<file path="src/capture_cascade_cfg.svh">
`ifndef CAPTURE_CASCADE_CFG_SVH
`define CAPTURE_CASCADE_CFG_SVH
// ****************************************************************
// Register byte offsets
// ****************************************************************
`define OFS_START 8'h00
`define OFS_CTL0 8'h04
`define OFS_IO0 8'h08
`define OFS_IEN 8'h0c
`define OFS_STATUS 8'h10
`define OFS_CAPA 8'h14
`define OFS_CNT0 8'h18
`define OFS_MODE1 8'h1c
`define OFS_CTL1 8'h20
`define OFS_IO1 8'h24
`define OFS_CMP_FIRST 8'h28
`define OFS_CMP_SECOND 8'h2c
`define OFS_CNT_UPPER 8'h30
`define OFS_CTL2 8'h34
`define OFS_CNT_LOWER 8'h38
// ****************************************************************
// Field values and masks
// ****************************************************************
`define CLR_SRC_CAPA 3'h1
`define CLR_SRC_CMPB 3'h2
`define CLK_SEL_CASCADE 3'h7
`define MODE_PWM1 4'h2
`define IEN_MASK 8'h71
`define STATUS_MASK 8'h31
`define BIT_CAPA 0
`define BIT_OVF0 4
`define BIT_OVF1 5
`define START_MASK 8'h07
`define CNT_ALL_ONES 16'hffff
`define CNT_ZERO 16'h0000
`define CNT_ONE 16'h0001
// ****************************************************************
// Timing
// ****************************************************************
`define MCLK_PERIOD_NS 25
`define COUNT_PERIOD_NS 50
`define TICK_CYCLES ((`COUNT_PERIOD_NS + `MCLK_PERIOD_NS - 1) / `MCLK_PERIOD_NS)
`endif

</file>
<file path="src/capture_cascade_pkg.sv">
package capture_cascade_pkg;
	// ****************************************************************
	// Shared types
	// ****************************************************************
	typedef enum logic [1:0] {edge_rise, edge_fall, edge_both} edge_sel_type;
	typedef struct packed {
		logic [7:0] ctl;
		logic [7:0] io;
		logic [15:0] count;
	} channel_cfg_type;
	typedef struct packed {
		logic first;
		logic second;
	} match_type;
endpackage
</file>
<file path="src/capture_and_cascade_timer.sv">
`timescale 1ns/1ps
`include "capture_cascade_cfg.svh"
// How it works
// On the chosen edge of the measured pin the channel zero count is copied into capture register A.
// With capture A chosen as clear source in the counter control, each capture A zeroes the count.
// Captures on rising or on falling edges can each raise an interrupt request.
// The capture A request reaches the interrupt line only while its enable bit is set.
// Each capture A sets a status flag that software clears by writing zero to it.
// Edge control value 0x08 captures on rising edges and 0x09 on falling edges.
// Counting advances once per 50 ns, so a full 16-bit span is about 3.27 ms.
// Each counter runs only while its bit in the shared start register is set.
// Channels one and two can be linked to behave as one 32-bit counter.
// In cascade the upper counter steps once per overflow of the lower counter.
// The lower counter free-runs as the low 16 bits, channel one holds the high 16 bits.
// Compare matches change the output pin level with no software action.
// In the first PWM mode the first and second compare registers each set one output edge.
// The cascaded output reaches any duty from 0% to 100% at 1/65,536 steps.
// The cascaded output cycle is set in whole lower-counter wraps from 3.28 ms to 214.7 s.
// Each counter steps by one per enabled tick and wraps from all ones to zero with overflow.
// Each capture overwrites capture register A whether or not it was read.
module capture_and_cascade_timer (
	input wire logic mclk,
	input wire logic srst,
	input wire logic psel,
	input wire logic penable,
	input wire logic pwrite,
	input wire logic [7:0] paddr,
	input wire logic [31:0] pwdata,
	output logic [31:0] prdata,
	output logic pready,
	output logic pslverr,
	input wire logic measured_pulse_pin,
	output logic long_pulse_out_pin,
	output logic irq
);
	// ****************************************************************
	// Registers
	// ****************************************************************
	logic [7:0] counter_start_reg;
	capture_cascade_pkg::channel_cfg_type ch0;
	capture_cascade_pkg::channel_cfg_type ch1;
	capture_cascade_pkg::channel_cfg_type ch2;
	// Channel fields kept as separate flops, each written by one process only
	logic [7:0] ctl0;
	logic [7:0] io0;
	logic [15:0] count0;
	logic [7:0] ctl1;
	logic [7:0] io1;
	logic [7:0] ctl2;
	logic [7:0] interrupt_enable_reg;
	logic [7:0] timer_status_reg;
	logic [15:0] capture_compare_reg_a;
	logic [7:0] channel_mode_reg;
	logic [15:0] pair_compare_first;
	logic [15:0] pair_compare_second;
	logic [15:0] lower_half_counter;
	logic [15:0] upper_half_counter;
	logic [1:0] tick_count;
	logic tick_base;
	logic pin_meta;
	logic pin_sync;
	logic pin_prev;
	logic capture_evt;
	logic wr_en;
	logic rd_setup;
	logic mapped;
	logic [7:0] next_status;
	logic [7:0] status_set;
	logic [7:0] status_clr;
	logic tick0;
	logic tick1;
	logic tick2;
	logic ovf0;
	logic ovf1;
	logic ovf2;
	logic cascade;
	logic pwm_mode;
	logic clear_second;
	capture_cascade_pkg::match_type match;
	capture_cascade_pkg::edge_sel_type edge_sel;

	// Bus strobes
	assign wr_en = psel & penable & pwrite & mapped;
	assign rd_setup = psel & ~penable;
	assign pready = 1'b1;
	assign pslverr = psel & penable & ~mapped;

	// Channel views for readers; channel two has no edge control of its own
	assign ch0 = {ctl0, io0, count0};
	assign ch1 = {ctl1, io1, upper_half_counter};
	assign ch2 = {ctl2, 8'h00, lower_half_counter};

	// ****************************************************************
	// Address decode and read data
	// ****************************************************************
	always_comb begin
		unique case (paddr)
			`OFS_START, `OFS_CTL0, `OFS_IO0, `OFS_IEN, `OFS_STATUS, `OFS_CAPA,
			`OFS_CNT0, `OFS_MODE1, `OFS_CTL1, `OFS_IO1, `OFS_CMP_FIRST,
			`OFS_CMP_SECOND, `OFS_CNT_UPPER, `OFS_CTL2, `OFS_CNT_LOWER: mapped = 1'b1;
			default: mapped = 1'b0;
		endcase
	end

	// Read data registered in the setup phase
	always_ff @(posedge mclk) begin
		if (srst) begin
			prdata <= 32'h0000_0000;
		end else if (rd_setup) begin
			unique case (paddr)
				`OFS_START: prdata <= {24'h00_0000, counter_start_reg};
				`OFS_CTL0: prdata <= {24'h00_0000, ch0.ctl};
				`OFS_IO0: prdata <= {24'h00_0000, ch0.io};
				`OFS_IEN: prdata <= {24'h00_0000, interrupt_enable_reg};
				`OFS_STATUS: prdata <= {24'h00_0000, timer_status_reg};
				`OFS_CAPA: prdata <= {16'h0000, capture_compare_reg_a};
				`OFS_CNT0: prdata <= {16'h0000, ch0.count};
				`OFS_MODE1: prdata <= {24'h00_0000, channel_mode_reg};
				`OFS_CTL1: prdata <= {24'h00_0000, ch1.ctl};
				`OFS_IO1: prdata <= {24'h00_0000, ch1.io};
				`OFS_CMP_FIRST: prdata <= {16'h0000, pair_compare_first};
				`OFS_CMP_SECOND: prdata <= {16'h0000, pair_compare_second};
				`OFS_CNT_UPPER: prdata <= {16'h0000, upper_half_counter};
				`OFS_CTL2: prdata <= {24'h00_0000, ch2.ctl};
				`OFS_CNT_LOWER: prdata <= {16'h0000, lower_half_counter};
				default: prdata <= 32'h0000_0000;
			endcase
		end
	end

	// ****************************************************************
	// Control registers
	// ****************************************************************
	always_ff @(posedge mclk) begin
		if (srst) begin
			counter_start_reg <= 8'h00;
			ctl0 <= 8'h00;
			io0 <= 8'h00;
			ctl1 <= 8'h00;
			io1 <= 8'h00;
			ctl2 <= 8'h00;
			interrupt_enable_reg <= 8'h00;
			channel_mode_reg <= 8'h00;
			pair_compare_first <= `CNT_ALL_ONES;
			pair_compare_second <= `CNT_ALL_ONES;
		end else if (wr_en) begin
			unique case (paddr)
				`OFS_START: counter_start_reg <= pwdata[7:0] & `START_MASK;
				`OFS_CTL0: ctl0 <= pwdata[7:0];
				`OFS_IO0: io0 <= pwdata[7:0];
				`OFS_IEN: interrupt_enable_reg <= pwdata[7:0] & `IEN_MASK;
				`OFS_MODE1: channel_mode_reg <= pwdata[7:0];
				`OFS_CTL1: ctl1 <= pwdata[7:0];
				`OFS_IO1: io1 <= pwdata[7:0];
				`OFS_CMP_FIRST: pair_compare_first <= pwdata[15:0];
				`OFS_CMP_SECOND: pair_compare_second <= pwdata[15:0];
				`OFS_CTL2: ctl2 <= pwdata[7:0];
				default: ;
			endcase
		end
	end

	// ****************************************************************
	// Count tick at 50 ns
	// ****************************************************************
	always_ff @(posedge mclk) begin
		if (srst) begin
			tick_count <= 2'h0;
		end else if (tick_base) begin
			tick_count <= 2'h0;
		end else begin
			tick_count <= tick_count + 2'h1;
		end
	end
	assign tick_base = (tick_count == 2'(`TICK_CYCLES - 1));

	// ****************************************************************
	// Input capture on channel zero
	// ****************************************************************
	// Pin synchroniser plus an edge history stage
	always_ff @(posedge mclk) begin
		if (srst) begin
			pin_meta <= 1'b0;
			pin_sync <= 1'b0;
			pin_prev <= 1'b0;
		end else begin
			pin_meta <= measured_pulse_pin;
			pin_sync <= pin_meta;
			pin_prev <= pin_sync;
		end
	end

	// Edge selection: bit 3 enables capture, low bits choose the edge
	always_comb begin
		unique case (ch0.io[1:0])
			2'h0: edge_sel = capture_cascade_pkg::edge_rise;
			2'h1: edge_sel = capture_cascade_pkg::edge_fall;
			default: edge_sel = capture_cascade_pkg::edge_both;
		endcase
	end
	always_comb begin
		unique case (edge_sel)
			capture_cascade_pkg::edge_rise: capture_evt = ch0.io[3] & pin_sync & ~pin_prev;
			capture_cascade_pkg::edge_fall: capture_evt = ch0.io[3] & ~pin_sync & pin_prev;
			capture_cascade_pkg::edge_both: capture_evt = ch0.io[3] & (pin_sync ^ pin_prev);
		endcase
	end

	// Capture register, overwritten on every capture
	always_ff @(posedge mclk) begin
		if (srst) begin
			capture_compare_reg_a <= `CNT_ZERO;
		end else if (capture_evt) begin
			capture_compare_reg_a <= ch0.count;
		end else if (wr_en && paddr == `OFS_CAPA) begin
			capture_compare_reg_a <= pwdata[15:0];
		end
	end

	// Channel zero counter
	assign tick0 = tick_base & counter_start_reg[0];
	assign ovf0 = tick0 & (ch0.count == `CNT_ALL_ONES);
	always_ff @(posedge mclk) begin
		if (srst) begin
			count0 <= `CNT_ZERO;
		end else if (wr_en && paddr == `OFS_CNT0) begin
			count0 <= pwdata[15:0];
		end else if (capture_evt && ctl0[7:5] == `CLR_SRC_CAPA) begin
			count0 <= `CNT_ZERO;
		end else if (tick0) begin
			count0 <= count0 + `CNT_ONE;
		end
	end

	// ****************************************************************
	// Cascaded pair: channel two low half, channel one high half
	// ****************************************************************
	assign tick2 = tick_base & counter_start_reg[2];
	assign ovf2 = tick2 & (ch2.count == `CNT_ALL_ONES);
	assign cascade = (ch1.ctl[2:0] == `CLK_SEL_CASCADE);
	assign tick1 = counter_start_reg[1] & (cascade ? ovf2 : tick_base);
	assign ovf1 = tick1 & (ch1.count == `CNT_ALL_ONES);
	assign pwm_mode = (channel_mode_reg[3:0] == `MODE_PWM1);
	assign match.first = tick1 & (ch1.count == pair_compare_first);
	assign match.second = tick1 & (ch1.count == pair_compare_second);
	assign clear_second = match.second & (ch1.ctl[7:5] == `CLR_SRC_CMPB);

	// Lower half free-runs
	always_ff @(posedge mclk) begin
		if (srst) begin
			lower_half_counter <= `CNT_ZERO;
		end else if (wr_en && paddr == `OFS_CNT_LOWER) begin
			lower_half_counter <= pwdata[15:0];
		end else if (tick2) begin
			lower_half_counter <= lower_half_counter + `CNT_ONE;
		end
	end

	// Upper half steps per lower overflow in cascade
	always_ff @(posedge mclk) begin
		if (srst) begin
			upper_half_counter <= `CNT_ZERO;
		end else if (wr_en && paddr == `OFS_CNT_UPPER) begin
			upper_half_counter <= pwdata[15:0];
		end else if (clear_second) begin
			upper_half_counter <= `CNT_ZERO;
		end else if (tick1) begin
			upper_half_counter <= upper_half_counter + `CNT_ONE;
		end
	end

	// Output pin: first match edge, then second match edge in PWM mode
	always_ff @(posedge mclk) begin
		if (srst) begin
			long_pulse_out_pin <= 1'b0;
		end else if (pwm_mode && match.second && ch1.io[5:4] != 2'h0) begin
			long_pulse_out_pin <= ch1.io[5];
		end else if (match.first && ch1.io[1:0] != 2'h0) begin
			long_pulse_out_pin <= ch1.io[1];
		end
	end

	// ****************************************************************
	// Status flags and interrupt
	// ****************************************************************
	// Hardware set wins over a write-zero clear
	always_comb begin
		status_set = 8'h00;
		status_set[`BIT_CAPA] = capture_evt;
		status_set[`BIT_OVF0] = ovf0;
		status_set[`BIT_OVF1] = ovf1;
		status_clr = (wr_en && paddr == `OFS_STATUS) ? (~pwdata[7:0] & `STATUS_MASK) : 8'h00;
		next_status = ((timer_status_reg & ~status_clr) | status_set) & `STATUS_MASK;
	end
	always_ff @(posedge mclk) begin
		if (srst) begin
			timer_status_reg <= 8'h00;
		end else begin
			timer_status_reg <= next_status;
		end
	end
	assign irq = |(timer_status_reg & interrupt_enable_reg & `STATUS_MASK);

	// ****************************************************************
	// Assertions
	// ****************************************************************
	a_capture_copies: assert property (@(posedge mclk) disable iff (srst)
		capture_evt |=> capture_compare_reg_a == $past(ch0.count))
		else $error("capture register did not take the count");
	a_capture_clears: assert property (@(posedge mclk) disable iff (srst)
		capture_evt && ch0.ctl[7:5] == `CLR_SRC_CAPA && !(wr_en && paddr == `OFS_CNT0)
		|=> ch0.count == `CNT_ZERO)
		else $error("counter not cleared on capture");
	a_flag_sets: assert property (@(posedge mclk) disable iff (srst)
		capture_evt |=> timer_status_reg[`BIT_CAPA])
		else $error("capture flag not set");
	a_irq_gated: assert property (@(posedge mclk) disable iff (srst)
		capture_evt && interrupt_enable_reg[`BIT_CAPA] && !(wr_en && paddr == `OFS_IEN)
		|=> irq)
		else $error("enabled capture did not raise irq");
	a_irq_masked: assert property (@(posedge mclk) disable iff (srst)
		!interrupt_enable_reg[`BIT_OVF0] && !interrupt_enable_reg[`BIT_OVF1]
		&& !timer_status_reg[`BIT_CAPA] |-> !irq)
		else $error("irq without enabled flag");
	a_edge_select: assert property (@(posedge mclk) disable iff (srst)
		ch0.io == 8'h08 && $rose(pin_sync) |-> capture_evt)
		else $error("rising edge capture missed");
	a_fall_only: assert property (@(posedge mclk) disable iff (srst)
		ch0.io == 8'h09 && capture_evt |-> $fell(pin_sync))
		else $error("capture on wrong edge");
	a_tick_spacing: assert property (@(posedge mclk) disable iff (srst)
		tick_base |=> !tick_base ##1 tick_base)
		else $error("count tick not every 50 ns");
	a_stop_holds: assert property (@(posedge mclk) disable iff (srst)
		!counter_start_reg[0] && !capture_evt && !wr_en |=> $stable(ch0.count))
		else $error("stopped counter moved");
	a_upper_holds: assert property (@(posedge mclk) disable iff (srst)
		cascade && !ovf2 && !wr_en |=> $stable(ch1.count))
		else $error("upper half moved without lower overflow");
	a_cascade_step: assert property (@(posedge mclk) disable iff (srst)
		cascade && ovf2 && counter_start_reg[1] && !clear_second && !wr_en
		|=> ch1.count == $past(ch1.count) + `CNT_ONE)
		else $error("upper half did not step on overflow");
	a_lower_wrap: assert property (@(posedge mclk) disable iff (srst)
		tick2 && ch2.count == `CNT_ALL_ONES && !wr_en |=> ch2.count == `CNT_ZERO)
		else $error("lower half did not wrap");
	a_pwm_edges: assert property (@(posedge mclk) disable iff (srst)
		pwm_mode && match.first && !match.second && ch1.io[1:0] == 2'h2
		|=> long_pulse_out_pin)
		else $error("first match did not raise output");
	a_pwm_second: assert property (@(posedge mclk) disable iff (srst)
		pwm_mode && match.second && ch1.io[5:4] == 2'h1
		|=> !long_pulse_out_pin)
		else $error("second match did not lower output");
	a_upper_clear: assert property (@(posedge mclk) disable iff (srst)
		clear_second && !wr_en |=> ch1.count == `CNT_ZERO)
		else $error("upper half not cleared at cycle end");
	a_both_edges: assert property (@(posedge mclk) disable iff (srst)
		ch0.io == 8'h0a && $changed(pin_sync) |-> capture_evt)
		else $error("both edge capture missed");
	a_counter_step: assert property (@(posedge mclk) disable iff (srst)
		tick0 && ch0.count != `CNT_ALL_ONES && !capture_evt && !wr_en
		|=> ch0.count == $past(ch0.count) + `CNT_ONE)
		else $error("counter did not step by one");
	a_out_holds: assert property (@(posedge mclk) disable iff (srst)
		!match.first && !match.second |=> $stable(long_pulse_out_pin))
		else $error("output moved without a match");
	a_ovf_flag: assert property (@(posedge mclk) disable iff (srst)
		ovf0 |=> timer_status_reg[`BIT_OVF0])
		else $error("overflow flag not set");
endmodule // capture_and_cascade_timer

</file>
<file path="config.mk">
export PLATFORM = sky130hd
export DESIGN_NAME = capture_and_cascade_timer
export DESIGN_NICKNAME = d
export VERILOG_FILES = /design/src/capture_cascade_pkg.sv /design/src/capture_and_cascade_timer.sv
export VERILOG_INCLUDE_DIRS = /design/src /design/src/src
export SDC_FILE = /design/constraint.sdc
export NUM_CORES = 1
export LEC_CHECK = 0
export BUFFER_PORTS_ARGS = -buffer_cell sky130_fd_sc_hd__buf_2
export CELL_PAD_IN_SITES_DETAIL_PLACEMENT = 0
export CELL_PAD_IN_SITES_GLOBAL_PLACEMENT = 1
export CORE_MARGIN = 1
export CORE_UTILIZATION = 41
export CTS_CLUSTER_SIZE = 25
export DETAILED_ROUTE_END_ITERATION = 7
export GPL_ROUTABILITY_DRIVEN = 0
export PLACE_DENSITY = 0.78
export SYNTH_ARGS = -nofsm -noshare
export SYNTH_HDL_FRONTEND = slang
export SYNTH_SLANG_ARGS = --single-unit
</file>
<file path="constraint.sdc">
create_clock -name mclk -period 2.3 [get_ports mclk]
set_input_delay 0.23 -clock mclk [delete_from_list [all_inputs] [get_ports mclk]]
set_output_delay 0.23 -clock mclk [all_outputs]
set_load 0.02 [all_outputs]
</file>
==> results of run 1 <==
## final cells by class
cell class | instances | area, sq um | share of cell area
flip-flops and latches | 176 | 3520 | 0.318
clock buffers | 18 | 429 | 0.0387
multi-input cells | 863 | 5510 | 0.497
clock inverters | 14 | 154 | 0.0139
repair buffers | 141 | 1070 | 0.0964
well taps | 285 | 357 | 0.0322
inverters | 11 | 41.3 | 0.00373
## cell usage after synthesis, types with 3 or more instances
cell	number	area, sq um
a32oi_1	3	26.3
buf_1	6	22.5
buf_6	3	33.8
clkbuf_1	69	259
or3_1	3	18.8
o221ai_1	3	26.3
xor2_1	35	307
a221oi_1	5	43.8
nor3_1	13	65.1
nor2_4	3	33.8
o211ai_1	6	45.0
and2_1	3	18.8
a21oi_1	36	180
o21ai_0	44	220
nand4_1	18	113
mux2i_1	79	791
ha_1	4	50.1
inv_1	11	41.3
buf_2	14	70.1
a31oi_1	13	81.3
and3_1	11	68.8
a211oi_1	36	270
nor2b_1	8	50.1
xnor2_1	30	263
nor4_1	11	68.8
nor2_1	134	503
o22ai_1	5	31.3
nor4_4	3	63.8
a222oi_1	3	30.0
a22oi_1	47	353
mux2_2	16	180
dfxtp_1	176	3520
nand2_1	131	492
buf_4	18	135
mux4_2	4	90.1
and4_1	6	52.6
nor3_4	6	97.6
nand3_1	85	425
## through the flow
step	power (mW)	instances
after CTS	6.51	1505
after detailed placement	3.61	1472
after global routing	6.67	1508
after global placement	3.61	1472
after floorplan	3.44	1161
final	6.49	1508
## critical path, delay by kind of cell, from the launching register on
family / cells / cell delay [ps]
buffers and inverters: 2 / 400
flip-flops: 1 / 330
AO/OA/AOI/OAI: 3 / 630
AND/OR/NAND/NOR: 3 / 700
## what timing repair did
item                       in CTS  in global routing
resized for setup               1                  2
setup endpoints to repair       1                  3
hold endpoints to repair        1                  0
hold buffers                    1                  0
setup buffers                   0                  3
## how the worst min path moves through the flow
stage | from | end | slack, ps | cells after the start
final | pwdata[13] | count0[13] | 140 | 3
after global routing | pwdata[15] | pair_compare_first[15] | 140 | 3
after floorplan | pwdata[10] | pair_compare_first[10] | 350 | 2
after detailed placement | tick_count[0] | tick_count[0] | 430 | 1
after global placement | pin_meta | pin_sync | 420 | 1
after CTS | pwdata[14] | pair_compare_second[14] | 120 | 3
## cell families (layout without fill, tap and decap cells)
kind of cell,count (synthesis),in the layout,synth area share
buffers and inverters,122,184,0.0605
AND/OR/NAND/NOR,460,460,0.240
adder cells (fa/ha/maj),4,4,0.00525
other,2,17,0.000788
multiplexers,99,99,0.111
flip-flops,176,176,0.370
AO/OA/AOI/OAI,218,218,0.153
XOR/XNOR,65,65,0.0597
## power by group through the flow
stage,registers (mW),clock network (mW),logic (mW)
after floorplan,3.14,0,0.301
after global placement,3.15,0,0.456
after detailed placement,3.15,0,0.457
after CTS,3.08,2.97,0.460
after global routing,3.08,3.09,0.495
final,3.08,2.94,0.469
## routing by layer
layer | share of wire | wire length (microns) | vias up | track usage
met4 | 0.032 | 1030 | 0 | 0.114
li1 | - | - | 4192 | -
met1 | 0.44 | 14400 | 4251 | 0.385
met2 | 0.45 | 14800 | 376 | 0.431
met3 | 0.073 | 2400 | 59 | 0.0493
met5 | 0 | 0 | - | 0
==> flow_summary.toml, run 1 <==
[cells_and_area]
fin_nets = 1260
area_delta_synth_final_pct = 16.3
fill_cells = 2177
final_cell_mix = "dfxtp_1 (176), nor2_1 (134), nand2_1 (130)"
fin_util = 0.488
antenna_cells = 0
layout_commonest_cell = "dfxtp_1"
finalInstanceArea_sq_um = 11100
drive_gt1_frac = 0.178

[critical_path]
critical_path_class = "flip-flop to flip-flop"
reg2reg_slack_ps = 160
endpoint = "upper_half_counter[11]"
reg2reg_from = "lower_half_counter[11]"
max_stage_delay_ps = 380
crit_path_cell_trace = "and3_1, and4_1, a41oi_1, buf_4, and2_1, buf_12, a22oi_1, a31oi_1"
cp-startpoint = "lower_half_counter[11]"
crit_fanout = 9
critPathArrivalTime_ps = 2500
reg2reg_to = "upper_half_counter[11]"
cp.required_ps = 2660
r2r_cells = 8
cp_slowest_cell = "a41oi_1"
endpoint_kind = "flip-flop"
start_kind = "flip-flop"

[placement]
placed_area_sq_um = 10500
numPortBuffers = 48
dpl_worst_slack_ps = 33.3
post-dp-hpwl_microns = 23300

[routing]
drc = 0
wire_per_inst_microns = 21.7
firstDrtPassIters = 5
antenna_left = 0
vias_per_cell = 5.89
num_vias = 8878
drt_wl_total_microns = 32700
drt_iter0_drc = 768

[floorplan]
coreArea_sq_um = 22700
die_width_microns = 154
die_h_microns = 154
die_area_sq_um = 23900
initial_core_util = 0.420
std_cell_rows = 55
ios = 82

[synth]
netlist_area_sq_um = 9530
netlist_instances = 1146
async_flop_share = 0
synth_edf_count = 0
synth-seq-cells = 176
synthFlopType = "dfxtp_1"
ys_seq_area_frac = 0.370
syn_area_per_cell_sq_um = 8.32
synth.yosys.warnings = 0
yosysUniqueCellTypes = 70

[timing]
tightestPinTransition_ps = 672
layout_min_cycle_time_ps = 2140
slew_headroom = 0.552
timing.final.crit_share = 0.930
timing.final.ws_setup_ps = 161
setup_viol = 0
final_max_slew_viol_count = 0
timing.hold.ws_ps = 142
clock_skew_ps = 10.7
rsz0062_at_grt = "no"
tns_ps = 0
hold_violations = 0
max_freq_mhz = 468

[clock_tree]
cts_tree = "done"
cts_made_buffers = 17
clk_path_buf_depth = 2
htree_levels = 4
cts_sinks = 176
cts.clk_slew.worst_paths_ps = 60
clk_latency_ps = 440
cts_root_buf = "clkbuf_16"

[power_and_ir_drop]
pwr-share-comb = 0.072
p_clk_frac = 0.453
p_int_mw = 4.82
switching_share = 0.258
power_density_nw_per_um2 = 586
p_seq_frac = 0.475
power.switching_mw = 1.67
power.leakage_nw = 4.17
ir_drop_uv = 464

[global_routing]
overflow = 0
grtUsageTotal = 0.280
grt_start_max_net_pins = 130
antenna_found_initial = 0
grt_pass1_wl_microns = 50000
grt_pass1_vias = 8236

[run]
maxCapViolations = 0

[run_status]
status = "complete, no violations"

[min_path]
hold_path.class = "primary input to flip-flop"
Note: power is estimated with default switching activity, not from simulation.
==> inputs of run 2 (changes only) <==
--- a/config.mk
+++ b/config.mk
@@ -6,15 +6,16 @@
 export SDC_FILE = /design/constraint.sdc
 export NUM_CORES = 1
 export LEC_CHECK = 0
+export ABC_AREA = 1
 export BUFFER_PORTS_ARGS = -buffer_cell sky130_fd_sc_hd__buf_2
 export CELL_PAD_IN_SITES_DETAIL_PLACEMENT = 0
 export CELL_PAD_IN_SITES_GLOBAL_PLACEMENT = 1
 export CORE_MARGIN = 1
-export CORE_UTILIZATION = 41
+export CORE_UTILIZATION = 39
 export CTS_CLUSTER_SIZE = 25
 export DETAILED_ROUTE_END_ITERATION = 7
 export GPL_ROUTABILITY_DRIVEN = 0
-export PLACE_DENSITY = 0.78
+export PLACE_DENSITY = 0.79
 export SYNTH_ARGS = -nofsm -noshare
 export SYNTH_HDL_FRONTEND = slang
 export SYNTH_SLANG_ARGS = --single-unit
==> run 2 against run 1 <==
  * Combinational power is 32% lower
  * Sequential power about the same
  * First-iteration DRC count is 11% higher
  * Count of clock-buffer cells in the layout shrank 1
  * Clock skew about the same
  * Hold slack got worse by 55 ps
  * Final area grew 0.80%
  * Fmax rose by 2.2%
==> flow_summary.toml, run 2 <==
[floorplan]
die_h_microns = 162
die_area_sq_um = 26200
initial_core_util = 0.397
ios = 82
coreArea_sq_um = 25100
std_cell_rows = 58
die_width_microns = 162

[cells_and_area]
fill_cells = 2729
final_cell_mix = "nand2_1 (403), dfxtp_1 (176), inv_1 (159)"
drive_gt1_frac = 0.109
fin_nets = 1635
layout_commonest_cell = "nand2_1"
finalNonFillerCells = 1928
antenna_cells = 0
fin_util = 0.445
area_delta_synth_final_pct = 12.2
finalInstanceArea_sq_um = 11200

[timing]
layout_min_cycle_time_ps = 2090
tightestPinTransition_ps = 888
hold_violations = 0
setup_viol = 0
tns_ps = 0
clock_skew_ps = 10.9
rsz0062_at_grt = "no"
timing.hold.ws_ps = 87.1
slew_headroom = 0.408
timing.final.crit_share = 0.909
final_max_slew_viol_count = 0
timing.final.ws_setup_ps = 208
max_freq_mhz = 478

[clock_tree]
htree_levels = 4
cts_root_buf = "clkbuf_16"
post_cts_buffers = 0
cts_made_buffers = 17
clk_latency_ps = 440
cts_sinks = 176
cts_tree = "done"
clk_path_buf_depth = 2
cts.clk_slew.worst_paths_ps = 70

[power_and_ir_drop]
ir_drop_uv = 406
fin_total_pwr_mw = 6.44
power.leakage_nw = 4.83
power_density_nw_per_um2 = 576

[placement]
numPortBuffers = 48
dpl_worst_slack_ps = 234
post-dp-hpwl_microns = 25000
dp.cells = 1895
placed_area_sq_um = 10600

[critical_path]
critical_path_class = "flip-flop to flip-flop"
crit_fanout = 20
start_kind = "flip-flop"
cp_num_buf_inv = 2
crit_path_cell_trace = "ha_1, nand2_2, nor2_1, nand2_1, nor2_1, nand2_1, nand2_1, nand2_1, buf_4, nor2_2, buf_4, nand3_1, a21oi_1"
critical-path-top-delay-family = "simple AND/OR/NAND/NOR gates"
critical_path.most_common_cell = "nand2_1"
cp_slowest_cell = "dfxtp_1"
cp.required_ps = 2650
max_stage_delay_ps = 340
critPathArrivalTime_ps = 2450
endpoint_kind = "flip-flop"

[synth]
netlist_area_sq_um = 9960
yosys.area.top_type_share = 0.354
synth.area.top_cells = "dfxtp_1 (35%), nand2_1 (15%), o21ai_0 (7.5%)"
muxShareOfSynthArea = 0
yosysTopAreaCell = "dfxtp_1"
synth_common_cells = "nand2_1 (403), dfxtp_1 (176), inv_1 (160)"
synth_compound_area_frac = 0.186
synthFlopType = "dfxtp_1"
yosysMostFrequentCell = "nand2_1"
synth-simple-area-share = 0.309
synth_edf_count = 0
synth-seq-cells = 176
synth_top_family_by_area = "simple AND/OR/NAND/NOR gates"
yosysUniqueCellTypes = 41
synth_xor_area_frac = 0.0334
syn_area_per_cell_sq_um = 6.48
synth.yosys.warnings = 0
synth_adder_area_share = 0.00503
async_flop_share = 0
netlist_instances = 1537
ys_seq_area_frac = 0.354

[run_status]
status = "complete, no violations"

[routing]
vias_per_cell = 5.21
wire_per_inst_microns = 17.7
drc = 0
antenna_left = 0
drt_iter0_drc = 856
drt_wl_total_microns = 34100
firstDrtPassIters = 5
num_vias = 10000

[global_routing]
grtUsageTotal = 0.266
overflow = 0
grt_start_max_net_pins = 105
grt_pass1_wl_microns = 53000
antenna_found_initial = 0
grt_pass1_vias = 9316

[min_path]
hold_path.class = "primary input to flip-flop"

[run]
maxCapViolations = 0
-- run 2: changes by cell type after synthesis, sizes merged, moves of 16 or more --
cell    before  now
a211oi      36    0
a22oi       47    0
nand2      134  408
clkbuf      69   27
o21ai       44  155
inv         11  171
xnor2       30   10
a21oi       37  147
nand3       85  113
o211ai       6   26
mux2        16    0
nor2       138  163
mux2i       79    0
-- run 2: final cells by class --
cell class | instances | area [sq um] | share of cell area
sequential | 176 | 3520 | 0.315
timing repair buffer | 94 | 613 | 0.0549
clock buffer | 17 | 425 | 0.0381
clock inverter | 15 | 173 | 0.0155
inverter | 174 | 656 | 0.0587
multi-input combinational | 1122 | 5370 | 0.481
tap | 330 | 413 | 0.0370
-- run 2: path summary, 6_finish.rpt --
check                           cells after the start     startpoint                       to  slack, ps
worst max-delay path                               13  tick_count[0]    upper_half_counter[9]        210
worst min-delay path                                3     pwdata[15]  pair_compare_second[15]         90
worst max register to register                     13  tick_count[0]    upper_half_counter[9]        210
worst min register to register                      2       pin_meta                 pin_sync        410
-- run 2: worst reg2reg max path: cells and delay by family, from the launching register on --
family,cells,cell delay [ps]
compound gates,1,160
fa+ha+maj,1,230
buf+inv,2,410
simple gates,9,870
flops,1,340
-- run 2: report_power, final --
group / internal [mW] / leakage [nW] / switching (mW) / total (mW)
clock network: 1.64 / 0.295 / 1.42 / 3.06
logic: 0.0731 / 3.12 / 0.244 / 0.317
registers: 3.05 / 1.42 / 0.00301 / 3.05
total: 4.77 / 4.83 / 1.67 / 6.44
-- run 2: kinds of logic after synthesis --
kind of cell    after synthesis
simple gates                715
compound gates              348
buf+inv                     254
flops                       176
xor+xnor                     38
fa+ha+maj                     4
other cells                   2
-- run 2: metal layers --
metal	routed length, microns	track usage
met5	0	0
met4	871	0.0849
met3	2020	0.0347
met2	15800	0.432
met1	15400	0.363
-- run 2: timing repair --
action / in CTS / in global routing
endpoints found under the hold margin: 1 / 0
gates resized for setup: 0 / 0
hold buffers: 1 / 0
